--- config.mk ---
export PLATFORM = sky130hd
export DESIGN_NAME = fbc_core
export DESIGN_NICKNAME = d
export VERILOG_FILES = /design/src/inc/fbc_pkg.sv /design/src/hdl/fbc_core.sv
export SDC_FILE = /design/constraint.sdc
export NUM_CORES = 1
export LEC_CHECK = 0
export ABC_CLOCK_PERIOD_IN_PS = 6550
export BUFFER_PORTS_ARGS = -buffer_cell sky130_fd_sc_hd__clkbuf_2
export CAP_MARGIN = 20
export CELL_PAD_IN_SITES_DETAIL_PLACEMENT = 2
export CELL_PAD_IN_SITES_GLOBAL_PLACEMENT = 2
export CORE_MARGIN = 8
export CORE_UTILIZATION = 41
export CTS_CLUSTER_DIAMETER = 60
export DETAILED_ROUTE_END_ITERATION = 16
export PLACE_DENSITY_LB_ADDON = 0.1
export SLEW_MARGIN = 20
export SYNTH_ARGS = -nofsm -noshare
export SYNTH_HDL_FRONTEND = slang
export SYNTH_SLANG_ARGS = --single-unit
--- constraint.sdc ---
create_clock -name clk -period 6.55 [get_ports clk]
set_input_delay 0.9825 -clock clk [delete_from_list [all_inputs] [get_ports clk]]
set_output_delay 0.9825 -clock clk [all_outputs]
set_load 0.02 [all_outputs]
--- src/inc/fbc_pkg.sv ---
// constants, field positions and operation codes of the four-bit controller core
// assumes an outside decoder turns fetched bytes into fbc_op_e codes
package fbc_pkg;
    // ------------------------------------------------------------
    // widths and reset values
    // ------------------------------------------------------------
    localparam int          PC_W      = 11;
    localparam int          STK_DEPTH = 3;
    localparam logic [10:0] PC_RST    = 11'h000;
    localparam logic [10:0] IRQ_VEC   = 11'h0FF;
    localparam logic [1:0]  PULSE_MIN = 2'h2;
    localparam logic [3:0]  NIB_RST   = 4'h0;
    localparam logic [7:0]  BYTE_RST  = 8'h00;
    localparam logic [7:0]  TMR_MAX   = 8'hFF;
    // ------------------------------------------------------------
    // feature_select_register bit positions
    // ------------------------------------------------------------
    localparam int EN_CNT  = 0;
    localparam int EN_IRQ  = 1;
    localparam int EN_PORT = 2;
    localparam int EN_SO   = 3;
    // ------------------------------------------------------------
    // decoded operations
    // ------------------------------------------------------------
    typedef enum logic [4:0] {
        OP_NOP  = 5'h00, OP_JUMP = 5'h01, OP_CALL = 5'h02, OP_RET  = 5'h03,
        OP_ASC  = 5'h04, OP_ADD  = 5'h05, OP_CLRA = 5'h06, OP_LBI  = 5'h07,
        OP_LEI  = 5'h08, OP_XAS  = 5'h09, OP_LOAD_TIMER_FROM_ACC_MEM = 5'h0A, OP_STORE_TIMER_TO_ACC_MEM = 5'h0B,
        OP_INL  = 5'h0C, OP_OBD  = 5'h0D, OP_CAMQ = 5'h0E, OP_SKT  = 5'h0F,
        OP_LD   = 5'h10, OP_ST   = 5'h11
    } fbc_op_e;
endpackage : fbc_pkg

--- src/hdl/fbc_core.sv ---
// datapath and sequencing of the four-bit controller core
// assumes one clk edge per instruction cycle and a decoder presenting op_code
//
// Behaviour
// [RQ1] 11-bit program counter steps by one each cycle unless control is transferred.
// [RQ2] three-entry stack pushes next address on call or interrupt, return pops it.
// [RQ3] large variant: 7-bit pointer, 3 row bits and 4 digit bits.
// [RQ4] small variant: 6-bit pointer, 2 row bits and 4 digit bits.
// [RQ5] digit bits of the pointer load the general output register.
// [RQ6] 4-bit adder writes accumulator and its carry into the carry bit.
// [RQ7] 8-bit up timer loads from and stores to memory/accumulator, flags wrap, clears on reset.
// [RQ8] host option turns inputs one, two, three into read, select, write strobes.
// [RQ9] in dual-clock mode output bit zero selects the instruction clock source.
// [RQ10] output latch drives the port when enabled; host write captures the port.
// [RQ11] port pin levels can be read into accumulator and addressed digit.
// [RQ12] exchange swaps serial register with accumulator and copies carry to gate latch.
// [RQ13] feature register written only by load-feature-immediate; here a taken interrupt also clears bit one.
// [RQ14] counter mode: count down on long low pulses, clock pin follows latch.
// [RQ15] outside source holds counting pulses low at least two cycles.
// [RQ16] shift mode: shift left taking serial input, clock pin is latch and clock.
// [RQ17] shift mode: serial output is msb when bit three set, else zero.
// [RQ18] bit one allows interrupts and clears itself when one is taken.
// [RQ19] bit two drives the latch onto the port, cleared releases it.
// [RQ20] interrupt pushes next address dropping oldest entry and jumps to 0FF.
// [RQ21] interrupt needs allow bit, two-cycle low pulse and a finished instruction.
// [RQ22] interrupt waits out chained transfers and chained pointer loads.
// [RQ23] pending skip is stacked with the address and restored on return.
// [RQ24] reset clears pc and registers, sets gate latch, leaves memory alone.
`timescale 1ns/1ps
module fbc_core #(
    parameter int BR_W     = 3,
    parameter bit HOST_OPT = 1'b0,
    parameter bit DUAL_CLK = 1'b0
) (
    input  wire logic              clk,
    input  wire logic              resetn,
    input  wire fbc_pkg::fbc_op_e  op_code,
    input  wire logic [7:0]        op_imm,
    input  wire logic [10:0]       op_target,
    output logic      [10:0]       pc,
    output logic      [3:0]        acc,
    output logic                   carry,
    input  wire logic [3:0]        gen_in,
    input  wire logic              serial_in,
    output logic                   serial_out,
    output logic                   shift_clock_pin,
    output logic      [3:0]        gp_out,
    output logic                   clock_choice_latch,
    input  wire logic [7:0]        port_in,
    output logic      [7:0]        port_out,
    output logic                   port_oe,
    output logic                   timer_ovf
);
    localparam int PTR_W = BR_W + 4; // see [RQ3] see [RQ4]

    function automatic logic [1:0] low_cnt(input logic [1:0] c, input logic pin);
        if (pin)
            return 2'h0;
        return (c == fbc_pkg::PULSE_MIN) ? c : c + 2'h1;
    endfunction : low_cnt

    function automatic logic is_xfer(input fbc_pkg::fbc_op_e o);
        return (o == fbc_pkg::OP_JUMP) || (o == fbc_pkg::OP_CALL) || (o == fbc_pkg::OP_RET);
    endfunction : is_xfer

    logic [3:0]       ram [2**PTR_W];
    logic [10:0]      pc_q;
    logic [11:0]      stk_q [fbc_pkg::STK_DEPTH];
    logic             skip_q, prev_xfer_q, prev_lbi_q;
    logic [3:0]       acc_q, sio_q, en_q, d_q;
    logic             c_q, gate_q, phase_q, ovf_q, irq_pend_q;
    logic [PTR_W-1:0] ptr_q;
    logic [7:0]       tmr_q, q_q;
    logic [1:0]       irq_cnt_q, si_cnt_q, irq_cnt_d, si_cnt_d;
    logic             wr_q;
    logic             irq_fire, si_fire, defer, take_irq, host_wr;
    logic [4:0]       sum;
    logic [3:0]       mem;
    logic [10:0]      pc_inc;
    fbc_pkg::fbc_op_e op_x;

    // ------------------------------------------------------------
    // execution control
    // ------------------------------------------------------------
    assign mem       = ram[ptr_q];
    assign pc_inc    = pc_q + 11'h001; // see [RQ1]
    assign sum       = {1'b0, acc_q} + {1'b0, mem} + {4'h0, c_q & (op_x == fbc_pkg::OP_ASC)}; // see [RQ6]
    assign irq_cnt_d = low_cnt(irq_cnt_q, gen_in[1]);
    assign si_cnt_d  = low_cnt(si_cnt_q, serial_in);
    assign irq_fire  = (irq_cnt_d == fbc_pkg::PULSE_MIN) && (irq_cnt_q != fbc_pkg::PULSE_MIN); // see [RQ21]
    assign si_fire   = (si_cnt_d == fbc_pkg::PULSE_MIN) && (si_cnt_q != fbc_pkg::PULSE_MIN); // see [RQ15]
    assign defer     = (prev_xfer_q && is_xfer(op_code)) || (prev_lbi_q && op_code == fbc_pkg::OP_LBI); // see [RQ22]
    assign take_irq  = irq_pend_q && en_q[fbc_pkg::EN_IRQ] && !defer; // see [RQ21]
    assign op_x      = (take_irq || skip_q) ? fbc_pkg::OP_NOP : op_code;
    assign host_wr   = HOST_OPT && !gen_in[2] && !gen_in[3] && wr_q; // see [RQ8]

    always_ff @(posedge clk or negedge resetn) begin
        if (!resetn) begin
            irq_cnt_q <= fbc_pkg::PULSE_MIN;
            si_cnt_q  <= fbc_pkg::PULSE_MIN;
            wr_q      <= 1'b0;
            phase_q   <= 1'b0;
        end else begin
            irq_cnt_q <= irq_cnt_d;
            si_cnt_q  <= si_cnt_d;
            wr_q      <= gen_in[3];
            phase_q   <= !phase_q;
        end
    end

    always_ff @(posedge clk or negedge resetn) begin
        if (!resetn) begin
            irq_pend_q <= 1'b0;
        end else if (irq_fire && !HOST_OPT) begin
            irq_pend_q <= 1'b1;
        end else if (take_irq) begin
            irq_pend_q <= 1'b0;
        end
    end

    // ------------------------------------------------------------
    // sequencing: pc, stack, skip, chain tracking
    // ------------------------------------------------------------
    always_ff @(posedge clk or negedge resetn) begin
        if (!resetn) begin
            pc_q <= fbc_pkg::PC_RST; // see [RQ24]
        end else if (take_irq) begin
            pc_q <= fbc_pkg::IRQ_VEC; // see [RQ20]
        end else begin
            case (op_x)
                fbc_pkg::OP_JUMP,
                fbc_pkg::OP_CALL: pc_q <= op_target;
                fbc_pkg::OP_RET:  pc_q <= stk_q[0][10:0]; // see [RQ2]
                default:          pc_q <= pc_inc; // see [RQ1]
            endcase
        end
    end

    always_ff @(posedge clk or negedge resetn) begin
        if (!resetn) begin
            for (int i = 0; i < fbc_pkg::STK_DEPTH; i++)
                stk_q[i] <= 12'h000;
        end else if (take_irq || op_x == fbc_pkg::OP_CALL) begin
            for (int i = fbc_pkg::STK_DEPTH - 1; i > 0; i--)
                stk_q[i] <= stk_q[i-1]; // see [RQ20]
            stk_q[0] <= take_irq ? {skip_q, pc_q} : {1'b0, pc_inc}; // see [RQ2] see [RQ23]
        end else if (op_x == fbc_pkg::OP_RET) begin
            for (int i = 0; i < fbc_pkg::STK_DEPTH - 1; i++)
                stk_q[i] <= stk_q[i+1];
        end
    end

    always_ff @(posedge clk or negedge resetn) begin
        if (!resetn) begin
            skip_q      <= 1'b0;
            prev_xfer_q <= 1'b0;
            prev_lbi_q  <= 1'b0;
        end else begin
            prev_xfer_q <= is_xfer(op_x);
            prev_lbi_q  <= (op_x == fbc_pkg::OP_LBI);
            case (op_x)
                fbc_pkg::OP_RET: skip_q <= stk_q[0][11]; // see [RQ23]
                fbc_pkg::OP_ASC: skip_q <= sum[4];
                fbc_pkg::OP_SKT: skip_q <= ovf_q;
                default:         skip_q <= 1'b0;
            endcase
        end
    end

    // ------------------------------------------------------------
    // accumulator, carry, pointer, outputs, feature register
    // ------------------------------------------------------------
    always_ff @(posedge clk or negedge resetn) begin
        if (!resetn) begin
            acc_q <= fbc_pkg::NIB_RST;
            c_q   <= 1'b0;
        end else begin
            case (op_x)
                fbc_pkg::OP_ASC: begin
                    acc_q <= sum[3:0]; // see [RQ6]
                    c_q   <= sum[4];
                end
                fbc_pkg::OP_ADD:  acc_q <= sum[3:0];
                fbc_pkg::OP_CLRA: acc_q <= fbc_pkg::NIB_RST;
                fbc_pkg::OP_LD:   acc_q <= mem;
                fbc_pkg::OP_XAS:  acc_q <= sio_q; // see [RQ12]
                fbc_pkg::OP_STORE_TIMER_TO_ACC_MEM: acc_q <= tmr_q[7:4]; // see [RQ7]
                fbc_pkg::OP_INL:  acc_q <= port_in[7:4]; // see [RQ11]
                default:          acc_q <= acc_q;
            endcase
        end
    end

    always_ff @(posedge clk) begin
        case (op_x)
            fbc_pkg::OP_ST:   ram[ptr_q] <= acc_q;
            fbc_pkg::OP_STORE_TIMER_TO_ACC_MEM: ram[ptr_q] <= tmr_q[3:0];
            fbc_pkg::OP_INL:  ram[ptr_q] <= port_in[3:0]; // see [RQ11]
            default:          ram[ptr_q] <= mem;
        endcase
    end

    always_ff @(posedge clk or negedge resetn) begin
        if (!resetn) begin
            ptr_q <= '0;
            d_q   <= fbc_pkg::NIB_RST;
            en_q  <= fbc_pkg::NIB_RST;
        end else begin
            if (op_x == fbc_pkg::OP_LBI)
                ptr_q <= op_imm[PTR_W-1:0]; // see [RQ3] see [RQ4]
            if (op_x == fbc_pkg::OP_OBD)
                d_q <= ptr_q[3:0]; // see [RQ5]
            if (op_x == fbc_pkg::OP_LEI)
                en_q <= op_imm[3:0]; // see [RQ13]
            else if (take_irq)
                en_q[fbc_pkg::EN_IRQ] <= 1'b0; // see [RQ18]
        end
    end

    // ------------------------------------------------------------
    // serial register and shift clock gate
    // ------------------------------------------------------------
    always_ff @(posedge clk or negedge resetn) begin
        if (!resetn) begin
            sio_q  <= fbc_pkg::NIB_RST;
            gate_q <= 1'b1; // see [RQ24]
        end else if (op_x == fbc_pkg::OP_XAS) begin
            sio_q  <= acc_q; // see [RQ12]
            gate_q <= c_q;
        end else if (en_q[fbc_pkg::EN_CNT]) begin
            if (si_fire)
                sio_q <= sio_q - 4'h1; // see [RQ14]
        end else begin
            sio_q <= {sio_q[2:0], serial_in}; // see [RQ16]
        end
    end

    // ------------------------------------------------------------
    // timer and output latch
    // ------------------------------------------------------------
    always_ff @(posedge clk or negedge resetn) begin
        if (!resetn) begin
            tmr_q <= fbc_pkg::BYTE_RST; // see [RQ7]
            ovf_q <= 1'b0;
        end else begin
            tmr_q <= (op_x == fbc_pkg::OP_LOAD_TIMER_FROM_ACC_MEM) ? {acc_q, mem} : tmr_q + 8'h01;
            if (op_x != fbc_pkg::OP_LOAD_TIMER_FROM_ACC_MEM && tmr_q == fbc_pkg::TMR_MAX)
                ovf_q <= 1'b1; // see [RQ7]
            else if (op_x == fbc_pkg::OP_SKT)
                ovf_q <= 1'b0;
        end
    end

    always_ff @(posedge clk or negedge resetn) begin
        if (!resetn) begin
            q_q <= fbc_pkg::BYTE_RST;
        end else if (host_wr) begin
            q_q <= port_in; // see [RQ10]
        end else if (op_x == fbc_pkg::OP_CAMQ) begin
            q_q <= {acc_q, mem};
        end
    end

    // ------------------------------------------------------------
    // pin outputs
    // ------------------------------------------------------------
    assign pc                 = pc_q;
    assign acc                = acc_q;
    assign carry              = c_q;
    assign gp_out             = d_q;
    assign timer_ovf          = ovf_q;
    assign clock_choice_latch = DUAL_CLK && d_q[0]; // see [RQ9]
    assign port_out           = q_q; // see [RQ10]
    assign port_oe            = en_q[fbc_pkg::EN_PORT] || (HOST_OPT && !gen_in[2] && !gen_in[1]); // see [RQ19]
    assign shift_clock_pin    = en_q[fbc_pkg::EN_CNT] ? gate_q : gate_q && phase_q; // see [RQ14] see [RQ16]
    assign serial_out         = en_q[fbc_pkg::EN_SO] && (en_q[fbc_pkg::EN_CNT] || sio_q[3]); // see [RQ17]

    // ------------------------------------------------------------
    // checks
    // ------------------------------------------------------------
    a_irq_vector: assert property (@(posedge clk) disable iff (!resetn) // see [RQ20]
        take_irq |=> pc_q == fbc_pkg::IRQ_VEC && stk_q[0][10:0] == $past(pc_q))
        else $error("interrupt did not vector to 0FF");
    a_irq_allow_clr: assert property (@(posedge clk) disable iff (!resetn) // see [RQ18]
        take_irq |=> !en_q[fbc_pkg::EN_IRQ])
        else $error("allow bit still set after interrupt");
    a_call_ret_pair: assert property (@(posedge clk) disable iff (!resetn) // see [RQ2]
        op_x == fbc_pkg::OP_CALL ##1 (op_x == fbc_pkg::OP_RET && !take_irq) |=> pc_q == $past(pc_q, 2) + 11'h001)
        else $error("return did not resume after call");
    a_pc_step: assert property (@(posedge clk) disable iff (!resetn) // see [RQ1]
        !take_irq && !is_xfer(op_x) |=> pc_q == $past(pc_inc))
        else $error("pc did not advance by one");
    a_skip_saved: assert property (@(posedge clk) disable iff (!resetn) // see [RQ23]
        take_irq && skip_q |=> stk_q[0][11])
        else $error("pending skip not stacked");
    a_sio_count: assert property (@(posedge clk) disable iff (!resetn) // see [RQ14]
        en_q[fbc_pkg::EN_CNT] && si_fire && op_x != fbc_pkg::OP_XAS |=> sio_q == $past(sio_q) - 4'h1)
        else $error("serial counter missed a pulse");
    a_sio_shift: assert property (@(posedge clk) disable iff (!resetn) // see [RQ16]
        !en_q[fbc_pkg::EN_CNT] && op_x != fbc_pkg::OP_XAS ##1 !en_q[fbc_pkg::EN_CNT]
        |-> sio_q[0] == $past(serial_in) && sio_q[3:1] == $past(sio_q[2:0]))
        else $error("serial shift wrong");
    a_port_drive: assert property (@(posedge clk) disable iff (!resetn) // see [RQ19]
        op_x == fbc_pkg::OP_LEI && op_imm[fbc_pkg::EN_PORT] |=> port_oe)
        else $error("port not driven after enable");
    a_timer_wrap: assert property (@(posedge clk) disable iff (!resetn) // see [RQ7]
        tmr_q == fbc_pkg::TMR_MAX && op_x != fbc_pkg::OP_LOAD_TIMER_FROM_ACC_MEM |=> ovf_q && tmr_q == fbc_pkg::BYTE_RST)
        else $error("timer wrap not flagged");
    a_xas_gate: assert property (@(posedge clk) disable iff (!resetn) // see [RQ12]
        op_x == fbc_pkg::OP_XAS |=> gate_q == $past(c_q) && acc_q == $past(sio_q))
        else $error("exchange wrong");
endmodule : fbc_core

# Word level (Yosys, flattened, before mapping)
# Memories as Yosys holds them, arrays and structs flattened.
# Cells that the tools add are included.
[word_totals] rom_bits=0 mem_bits_rw=512 register_bits=98 latch_bits=0 input_bits=39 mem_count=1
[memory_table] memory="ram" words=128 width=4 read_ports=1 rd_ports_with_merged_regs=0 wr=1 line="fbc_core.sv:66" rtl="logic [3:0] ram [2**PTR_W];"
[op_classes] bitwise=4 n_lt_le_gt_ge=0 div_mod_pow=0 mul=0 eq_ne=30 reduce_logical=27 addsub=7 mux=36 shifts=0
[op_table] cell="$mux 24" n=2
[op_table] cell="$eq 5x4->1 const B" n=8
[op_table] cell="$eq 5x3->1 const B" n=5
[op_table] cell="$mux 4" n=6
[op_table] cell="$pmux 4 s6" n=1
[op_table] cell="$pmux 11 s2" n=1
[op_table] cell="$eq 5x2->1 const B" n=4
[op_table] cell="$mux 1" n=15
[op_table] cell="$mux 12" n=1
[op_table] cell="$mux 2" n=6
[op_table] cell="$add 11x1->11 const B" n=1
[op_table] cell="$mux 11" n=1
[op_table] cell="$eq 5x1->1 const B" n=2
[op_table] cell="$eq 5x5->1 const B" n=2
[op_table] cell="$logic_and 1x1->1" n=9
[op_table] cell="$add 8x1->8 const B" n=1
[op_table] cell="$eq 2x2->1 const B" n=4
[op_table] cell="$eq 8x8->1 const B" n=1
[op_table] cell="$logic_or 1x1->1" n=8
[op_table] cell="$mux 8" n=1
[op_table] cell="$reduce_bool 2->1" n=4
[op_table] cell="$reduce_bool 6->1" n=1
[op_table] cell="$add 4x4->5" n=1
[op_table] cell="$add 5x1->5" n=1
[op_table] cell="other kinds (12)" n=18

# Logic depth before layout (Yosys ltp)
# Gate-level depths: netlist (run 1).
[depth] depth_word=15 depth_mapped=18 mapped_depth_nobuf=13

# Worst setup path before layout (run 1)
# OpenSTA, ideal clock, no wires.
[synth_timing] path_kind="input port to flip-flop" startpoint="input op_code[2]" endpoint="memory ram[0][0], data pin" t_arrival_ps=6283 setup_ps=921 stages=9 path_slack_ps=-654 t_required_ps=5629 path_buffers=2 path_cell_list="buf_2 > nor2b_1 > a31oi_1 > o311a_4 > buf_6 > nor4_4 > mux2_2 > mux2i_1 > mux2i_1"
[synth_between] elab_chain_len=15 elab_cells_between_ends=25 classes_between="eq/ne (7); mux (9); reduce/logical (9)"
[synth_rtl] item="start, declared" line="fbc_core.sv:37" rtl="input wire fbc_pkg::fbc_op_e op_code,"
[synth_rtl] item="$eq 5x1->1 / $eq 5x2->1 (equally long branches)" line="fbc_core.sv:63" rtl="return (o == fbc_pkg::OP_JUMP) || (o == fbc_pkg::OP_CALL) || (o == fbc_pkg::OP_RET);"
[synth_rtl] item="$logic_or 1x1->1 (2 in series)" line="fbc_core.sv:63"
[synth_rtl] item="$logic_and 1x1->1" line="fbc_core.sv:92" rtl="assign defer = (prev_xfer_q && is_xfer(op_code)) || (prev_lbi_q && op_code == fbc_pkg::OP_LBI);"
[synth_rtl] item="$logic_or 1x1->1" line="fbc_core.sv:92"
[synth_rtl] item="$logic_not 1->1" line="fbc_core.sv:93" rtl="assign take_irq = irq_pend_q && en_q[fbc_pkg::EN_IRQ] && !defer;"
[synth_rtl] item="$logic_and 1x1->1" line="fbc_core.sv:93"
[synth_rtl] item="$logic_or 1x1->1" line="fbc_core.sv:94" rtl="assign op_x = (take_irq || skip_q) ? fbc_pkg::OP_NOP : op_code;"
[synth_rtl] item="$mux 5 *" line="fbc_core.sv:94"
[synth_rtl] item="$eq 5x4->1" line="fbc_core.sv:195" rtl="case (op_x)"
[synth_rtl] item="$mux 1" line="fbc_core.sv:195"
[synth_rtl] item="$mux 1 (implied by the code)" line="fbc_core.sv:197" rtl="fbc_pkg::OP_STORE_TIMER_TO_ACC_MEM: ram[ptr_q] <= tmr_q[3:0];"
[synth_rtl] item="$mux 4 (no source line) (2 in series)"
[synth_rtl] item="$mux 4 (no source line) *"
[synth_rtl] item="end, declared" line="fbc_core.sv:66"
# Every way passes the cells marked *; elsewhere a longest branch is shown, timed or not.

# Worst setup path after layout (run 1)
[layout_timing] startpoint="register ptr_q[1]" endpoint="register c_q, in the netlist carry"
[layout_between] elab_chain_len=3
[layout_rtl] item="start, declared" line="fbc_core.sv:72" rtl="logic [PTR_W-1:0] ptr_q;"
[layout_rtl] item="start signal, assigned" line="fbc_core.sv:210" rtl="ptr_q <= op_imm[PTR_W-1:0];"
[layout_rtl] item="$mem_v2 128x4"
[layout_rtl] item="$add 4x4->5" line="fbc_core.sv:87" rtl="assign sum = {1'b0, acc_q} + {1'b0, mem} + {4'h0, c_q & (op_x == fbc_pkg::OP_ASC)};"
[layout_rtl] item="$add 5x1->5" line="fbc_core.sv:87"
[layout_rtl] item="end signal, assigned" line="fbc_core.sv:181" rtl="c_q <= sum[4];"
[layout_rtl] item="end, declared" line="fbc_core.sv:71" rtl="logic c_q, gate_q, phase_q, ovf_q, irq_pend_q;"
# Every way passes these cells.
# A chain may end at the register's enable or synchronous reset.

==> impl_metrics.ini, run 1 <==
[run_status]
outcome = completed

[cts]
cts_setup_buffers = 0
cts_tree = done
cts.htree.levels = 3
cts-root-buf = clkbuf_16
hold_buffers = 0
clk-insertion-delay-late_ns = 0.61
cts_resized = 0
path_clk_slew_ns = 0.06
cts_buffer_depth = 3
cts_inserted_buffers = 70
cts_sinks = 610

[sta]
tightest_slew_ns = 1.093
finClkSkew_ns = 0.03238
maxSlewViolCount = 0
post-route-min-period_ns = 4.912
setup-violations-final = 0
rsz0062_at_grt = false
fin_crit_sh_pct = 74.99
max_freq_mhz = 203.6
holdWs_ns = 0.3763
slew_headroom_pct = 26.89
tns_ns = 0
finalHoldViolations = 0

[placement]
place_congestion = 0.8247
dpl.hpwl_mm = 54.94
io_buffer_count = 66

[critical_path]
critPathMaxFanout = 46
worstSetupStartpointType = flop
crit_slowest_cell = dfrtp_4
critical-path-top-delay-family = simple AND/OR/NAND/NOR gates
crit_buf_inv = 1
cp_data_required_time_ns = 7.01
max_stage_delay_ns = 0.88
setup.worst_path.class = flop to flop
cp.arrival_ns = 5.37
path_cells = and3b_1 > buf_4 > a22oi_1 > o2111ai_1 > a41o_1 > nor4b_1 > and4_1 > fa_1 > fa_1 > nor2b_1 > o21a_1 > o21ai_0 > o21ai_0
end_kind = flop

[layout]
drive_gt1_share_pct = 19.54
finish.utilization_pct = 47.39
finalNetCount = 1878
diodes = 0
syn2layout_area_growth_pct = 14.28

[die]
rows = 91
core-area_mm2 = 0.06171
dieArea_mm2 = 0.07066
io_pins = 72
start_util_pct = 41.47
fp.dieH_um = 265.8
die_w_um = 265.8

[global_routing]
grt_antenna_before_repair = 0
grt_max_degree = 129
grt-ovfl-total = 0
grt_pass1_vias = 17750
grt_pass1_wl_mm = 125.1
grt.total_usage_pct = 23.88

[power_and_ir_drop]
leakage_uw = 0.009969
power.total_uw = 14510
p_per_area_mw_per_mm2 = 496.0
ir_worst_vdd_uv = 459.6

[synth]
synth_xor_area_share_pct = 0.7188
ys_seq_area_share_pct = 69.68
ys.warnings.count = 0
async_flop_share_pct = 16.07
syn-cell-area_mm2 = 0.02559
synth_edf_count = 512
yosys.area.top_type_share_pct = 60.08
yosys.area.top_type = edfxtp_1
synth.area.top_cells = edfxtp_1, dfrtp_1, mux2_2
synth_mux_area_share_pct = 8.141
synth-seq-cells = 610
synth-compound-area-share_pct = 10.24
synth_ff_type = edfxtp_1
synthSimpleGateAreaFrac_pct = 8.038
synth_fa_ha_area_share_pct = 0.6454
syn_avg_cell_area_um2 = 14.78
synthCells = 1731
synth_top_family_by_area = compound AO/OA/AOI/OAI gates
yosysUniqueCellTypes = 89
synth_fp_nets = 1782

[flow_run]
maxCapViolations = 0

[routing]
first_pass_iters = 7
vias_per_cell = 6.036
vias = 16390
routed_wl_mm = 84.70
drt_iter0_drc = 1359
wl_per_cell_um = 31.20
drc_errors = 0
ant_nets = 0

[hold_path]
hp-class = input pin to asynchronous set/reset pin
[cell usage in the layout, fill, tap and decap left out, types with 8 or more instances in the layout]
cell type	n
edfxtp_1	512
nor2_1	193
nand2_1	124
dfrtp_1	92
clkbuf_16	73
mux2_2	70
clkbuf_2	65
buf_4	64
a21oi_1	56
a22oi_1	55
mux2i_1	52
a221oi_1	45
o21ai_0	41
a31oi_1	32
mux4_2	32
nand3_1	31
a221o_1	23
inv_1	20
clkinv_1	18
nor3_1	17
nor2b_1	16
clkinv_2	14
a22o_1	13
xor2_1	12
ha_1	10
clkbuf_1	10
nand4_1	9
o22ai_1	9
a211oi_1	9
xnor2_1	9
o211a_1	8
[state kept, by name, indices dropped and copies added (netlist names), 2 cells and up]
| register | cells |
|---|---|
| en_q | 4 |
| acc | 4 |
| gp_out | 4 |
| tmr_q | 8 |
| stk_q | 36 |
| irq_cnt_q | 2 |
| ptr_q | 7 |
| ram | 512 |
| pc | 11 |
| port_out | 8 |
| sio_q | 4 |
| si_cnt_q | 2 |
[cells by family after synthesis]
group / after synthesis
flops: 610
mux: 159
xor+xnor: 21
simple gates: 446
fa+ha+maj: 12
other cells: 1
buf+inv: 130
compound gates: 352
[where the power goes]
part           switching (uW)  internal, uW
registers                 470          5640
logic                    3250          1320
clock network            1570          2250
[path summary, 6_finish.rpt]
| path | depth (start not counted) | start | end | slack, ns |
|---|---|---|---|---|
| setup / recovery | 13 | ptr_q[1] | carry | 1.64 |
| hold / removal | 1 | resetn | irq_cnt_q[0] | 0.38 |
| setup reg to reg | 13 | ptr_q[1] | carry | 1.64 |
| hold reg to reg | 1 | phase_q | phase_q | 0.43 |
| max in group asynchronous | 2 | resetn | tmr_q[0] | 4.89 |
| min in group clk | 1 | phase_q | phase_q | 0.43 |
[stage by stage]
stage	setup WS (ns)	cell area, um^2	instances
6_report	1.638	29240	2715
5_1_grt	1.399	29240	2715
4_1_cts	1.538	29230	2715
3_5_place_dp	1.590	27030	2592
3_3_place_gp	1.631	27030	2592
2_1_floorplan	0.9165	25600	1731
[per-layer routing]
layer | track usage [%] | vias up | wire length [um]
li1 | - | 6949 | -
met1 | 32.78 | 8793 | 36990
met2 | 39.27 | 512 | 41110
met3 | 3.672 | 135 | 4431
met4 | 6.786 | 0 | 2167
met5 | 0 | - | 0
[synthesized netlist by cell type (20+ instances only)]
cell type and instances:
o21ai_0 41, mux2_2 72, nand2_1 124, inv_1 20, nor2_1 193, a22oi_1 55
buf_2 32, clkbuf_1 54, a31oi_1 32, mux4_2 32, dfrtp_1 95, mux2i_1 54
a21oi_1 57, a221oi_1 45, nand3_1 31, a221o_1 23, edfxtp_1 512
[layout make-up]
type | instances | area (um^2)
Sequential cell | 610 | 17840
Timing Repair Buffer | 132 | 865.8
Clock buffer | 86 | 1906
Fill cell | 5851 | 32470
Inverter | 22 | 82.58
Clock inverter | 37 | 299.0
Multi-Input combinational cell | 991 | 7202
Tap cell | 837 | 1047
Note: power is estimated with default switching activity, not from simulation.
==> inputs of run 2 (changes only) <==
Settings changed: ABC_CLOCK_PERIOD_IN_PS 6550 to 4100.
Clock period 6.55 ns to 4.1 ns, I/O delays scaled along.
==> impl_metrics.ini, run 2 (synthesized netlist as in run 1, its figures left out) <==
[power_and_ir_drop]
power.switching_uw = 8857
power.total_uw = 24150
ir_worst_vdd_uv = 721.6
p_per_area_mw_per_mm2 = 801.2
leakage_uw = 0.01044
internal_power_uw = 15290
combPwrFrac_pct = 35.4
p_clk_share_pct = 24.9
swShare_pct = 36.67
seqPwrFrac_pct = 39.7

[global_routing]
grt.total_usage_pct = 24.85
grt_pass1_vias = 18270
grt-ovfl-total = 0
grt_max_degree = 87
grt_pass1_wl_mm = 130.0
grt_antenna_before_repair = 1

[die]
rows = 91
dieArea_mm2 = 0.07066
fp.dieH_um = 265.8
io_pins = 72
die_w_um = 265.8
core-area_mm2 = 0.06171
start_util_pct = 41.47

[critical_path]
cp.arrival_ns = 4.46
timing.rr.start = ptr_q[0]
timing.reg2reg.setup_slack_ns = 0.10
regToRegEndpoint = acc[2]
worstSetupStartpointType = flop
reg2regPathDepth = 12
end_kind = flop
setup.worst_path.class = flop to flop
critPathMaxFanout = 13
cp_data_required_time_ns = 4.57

[cts]
cts_sinks = 610
hold_buffers = 0
cts_inserted_buffers = 70
path_clk_slew_ns = 0.06
cts-root-buf = clkbuf_16
clk-insertion-delay-late_ns = 0.62
cts_tree = done
cts_buffer_depth = 3
cts.htree.levels = 3

[routing]
routed_wl_mm = 88.71
vias_per_cell = 6.018
drt_iter0_drc = 1450
wl_per_cell_um = 31.60
first_pass_iters = 5
drc_errors = 0
vias = 16890
ant_nets = 0

[sta]
post-route-min-period_ns = 3.995
holdWs_ns = 0.1100
rsz0062_at_grt = false
slew_headroom_pct = 36.01
setup-violations-final = 0
tightest_slew_ns = 0.9598
maxSlewViolCount = 0
finClkSkew_ns = 0.02047
finalHoldViolations = 0
fin_crit_sh_pct = 97.44
max_freq_mhz = 250.3

[layout]
final_area_mm2 = 0.03014
finalNetCount = 1964
fill_cells = 5835
instances_no_fill = 2807
syn2layout_area_growth_pct = 17.80
largest-register = ram
drive_gt1_share_pct = 23.10
layout_commonest_cell = edfxtp_1
diodes = 0
final_cell_mix = edfxtp_1, nor2_1, buf_4, nand2_1, dfrtp_1
largest_reg_flops = 512

[run_status]
outcome = completed

[placement]
place_congestion = 0.8227
place_area_mm2 = 0.02787
placed_cells = 2671
io_buffer_count = 66
dpl.hpwl_mm = 60.07

[hold_path]
hp-class = input pin to asynchronous set/reset pin

[flow_run]
maxCapViolations = 0
[run 2: worst max-delay path by stage]
stage | from | end | slack [ns]
2_1_floorplan | op_code[2] | ram[0][0] | 0.01
3_3_place_gp | ptr_q[2] | carry | -0.01
3_5_place_dp | ptr_q[2] | carry | -0.18
4_1_cts | ptr_q[1] | carry | 0.002
5_1_grt | ptr_q[0] | acc[2] | 0.01
6_report | ptr_q[0] | acc[2] | 0.10
[run 2: layout make-up]
type	instances	area [um^2]	area share, %
clock inverter	33	232.7	0.7720
tap	837	1047	3.474
sequential	610	17840	59.19
multi-input combinational	991	7214	23.93
timing repair buffer	218	1790	5.940
clock buffer	96	1934	6.417
inverter	22	82.58	0.2739
[run 2: through the flow]
step	setup slack [ns]	utilization, %	setup TNS (ns)
2_1_floorplan	0.01452	-	0
3_3_place_gp	-0.01139	45.16	-0.02362
3_5_place_dp	-0.1817	45.16	-0.6161
4_1_cts	0.001701	48.74	0
5_1_grt	0.009596	48.85	0
6_report	0.1049	48.85	0
[run 2: worst max-delay path, cell delays in order, from the launching register on]
cell      delay [ns]
dfrtp_4         0.59
and2b_1         0.47
buf_12          0.21
a221oi_1        0.12
o211ai_1        0.65
nand4_1         0.15
and4_1          0.30
fa_1            0.45
fa_1            0.41
nor2b_1         0.19
nor3_1          0.08
a21oi_1         0.12
mux2i_1         0.09
[run 2: metal layers]
metal	up-vias	track usage, %	routed length (um)
met5	-	0	0
met4	0	8.043	2831
met3	169	3.635	5421
met2	609	40.29	42380
met1	8985	34.34	38070
li1	7130	-	-
[run 2: power by group through the flow]
stage | Combinational (uW) | Clock [uW] | Sequential, uW
detailed placement | 8400 | 0 | 9720
global placement | 8080 | 0 | 9670
global route | 9000 | 6330 | 9660
floorplan | 4060 | 0 | 9700
CTS | 8490 | 6140 | 9610
finish | 8550 | 6020 | 9580
[run 2: timing repair]
item / in CTS / in global routing
endpoints found under the setup margin: 4 / 4
resized for setup: 1 / 6
setup buffers: 3 / 4
hold endpoints to repair: 0 / 0
pin swaps: 1 / 0
==> inputs of run 3 (changes only) <==
Settings changed: ABC_CLOCK_PERIOD_IN_PS 4100 to 3600.
Clock period 4.1 ns to 3.6 ns, I/O delays scaled along.
==> impl_metrics.ini, run 3 (synthesized netlist as in run 1, its figures left out) <==
[run_status]
outcome = finished, violations left
violations = setup timing

[die]
io_pins = 72
start_util_pct = 41.47
die_w_um = 265.8
rows = 91
dieArea_mm2 = 0.07066
core-area_mm2 = 0.06171
fp.dieH_um = 265.8

[critical_path]
end_kind = flop
path_cells = buf_12 > buf_12 > and2_4 > a22o_1 > a21oi_1 > a31oi_4 > nor4_4 > buf_4 > and4_4 > fa_2 > inv_1 > a21o_1 > a21oi_2 > xor2_1 > o211ai_1 > o211a_1
cp_data_required_time_ns = 4.10
crit_slowest_cell = dfrtp_4
setup.worst_path.class = flop to flop
critPathMaxFanout = 15
worstSetupStartpointType = flop
critPathMostFrequentCell = buf_12
critPathLaunch = ptr_q[1]
cp.arrival_ns = 4.23
timing.rr.start = ptr_q[1]
max_stage_delay_ns = 0.52

[global_routing]
grt.total_usage_pct = 25.77
grt_max_degree = 78
grt_pass1_wl_mm = 133.8
grt_pass1_vias = 18940
grt_antenna_before_repair = 0
grt-ovfl-total = 0

[layout]
final_area_mm2 = 0.03169
finalNetCount = 2059
diodes = 0
instances_no_fill = 2901
drive_gt1_share_pct = 31.10
syn2layout_area_growth_pct = 23.82
layout_commonest_cell = edfxtp_1
largest_reg_flops = 512
final_cell_mix = edfxtp_1, buf_4, nor2_1, nand2_1, dfrtp_1
largest-register = ram
fill_cells = 5707

[sta]
max_freq_mhz = 268.4
finalHoldViolations = 0
slew_headroom_pct = 39.61
fin_crit_sh_pct = 103.5
finalWorstSetupSlack_ns = -0.1263
finClkSkew_ns = 0.03211
holdWs_ns = 0.08222
rsz0062_at_grt = true
maxSlewViolCount = 0
post-route-min-period_ns = 3.726
tightest_slew_ns = 0.9038
setup-violations-final = 84

[cts]
cts_sinks = 610
path_clk_slew_ns = 0.06
cts_buffer_depth = 3
clk-insertion-delay-late_ns = 0.63
cts.htree.levels = 3
cts-root-buf = clkbuf_16
cts_tree = done
cts_inserted_buffers = 70

[routing]
routed_wl_mm = 92.89
vias_per_cell = 5.995
drt_iter0_drc = 1559
vias = 17390
wl_per_cell_um = 32.02
first_pass_iters = 9
ant_nets = 0
drc_errors = 0

[hold_path]
hp-class = input pin to flop
min_from = gen_in[1]

[flow_run]
maxCapViolations = 0

[placement]
dpl.hpwl_mm = 61.90
io_buffer_count = 66
place_congestion = 0.8692
place_area_mm2 = 0.02853
placed_cells = 2749

[power_and_ir_drop]
p_per_area_mw_per_mm2 = 917.3
power.total_uw = 29070
leakage_uw = 0.01117
ir_worst_vdd_uv = 646.3
==> run 3: cell count changes in the layout (fill, tap and decap cells not counted), moves of 5 or more <==
cell,previous run,this run
buf_4,127,197
a221oi_1,44,27
buf_6,1,16
a221oi_2,2,15
clkbuf_1,22,9
a22oi_1,55,48
a22oi_2,0,7
o21ai_0,41,34
clkinv_1,14,8
mux2i_1,52,46
clkinv_2,12,17
mux2i_2,0,5
==> run 3: where the power goes <==
part | internal, uW | switching, uW
registers | 10200 | 656
clock network | 4150 | 3100
logic | 3940 | 6980
total | 18300 | 10700
==> run 3: layout make-up <==
type                       instances  area, um^2  share of cell area [%]
tap                              837        1047                   3.305
timing repair buffer             313        2673                   8.435
sequential                       610       17840                   56.31
multi-input combinational        991        7731                   24.40
inverter                          22       83.83                  0.2646
clock buffer                      82        1838                   5.801
clock inverter                    46       470.5                   1.485
==> run 3: worst paths after layout <==
path / end / slack, ns / cells after the start
setup / recovery: acc[3] / -0.13 / 16
setup reg to reg: acc[3] / -0.13 / 16
hold / removal: irq_cnt_q[1] / 0.08 / 2
max in group asynchronous: si_cnt_q[1] / 2.23 / 3
min in group asynchronous: irq_pend_q / 0.56 / 2
hold reg to reg: phase_q / 0.44 / 1
==> run 3: critical path, delay by kind of cell (launching register included) <==
family                   cells  cell delay [ns]
buffers and inverters        4             0.56
AO/OA/AOI/OAI                7             1.29
AND/OR/NAND/NOR              3             0.77
flip-flops                   1             0.52
XOR/XNOR                     1             0.22
adder cells (fa/ha/maj)      1             0.22
==> run 3: per-layer routing <==
| metal | vias to the layer above | wire (um) | GRT usage, % |
|---|---|---|---|
| li1 | 7319 | - | - |
| met1 | 9218 | 38470 | 33.87 |
| met2 | 666 | 45000 | 42.24 |
| met3 | 188 | 5863 | 5.149 |
| met4 | 0 | 3562 | 9.477 |
| met5 | - | 0 | 0 |
==> run 3: per-stage QoR <==
stage	setup WS [ns]	setup TNS [ns]	util (%)
finish	-0.1263	-3.607	51.34
CTS	-0.02819	-0.04024	50.71
detailed placement	-0.3253	-29.65	46.23
floorplan	-0.2209	-55.74	-
global route	-0.2447	-8.686	51.34
global placement	-0.2234	-10.14	46.23
==> run 3: timing repair <==
item	in CTS	in global routing
endpoints found under the hold margin	3	0
setup endpoints to repair	479	289
cloned	0	1
resized for setup	73	62
hold buffers	1	0
buffers inserted	14	8
pin swaps	28	11
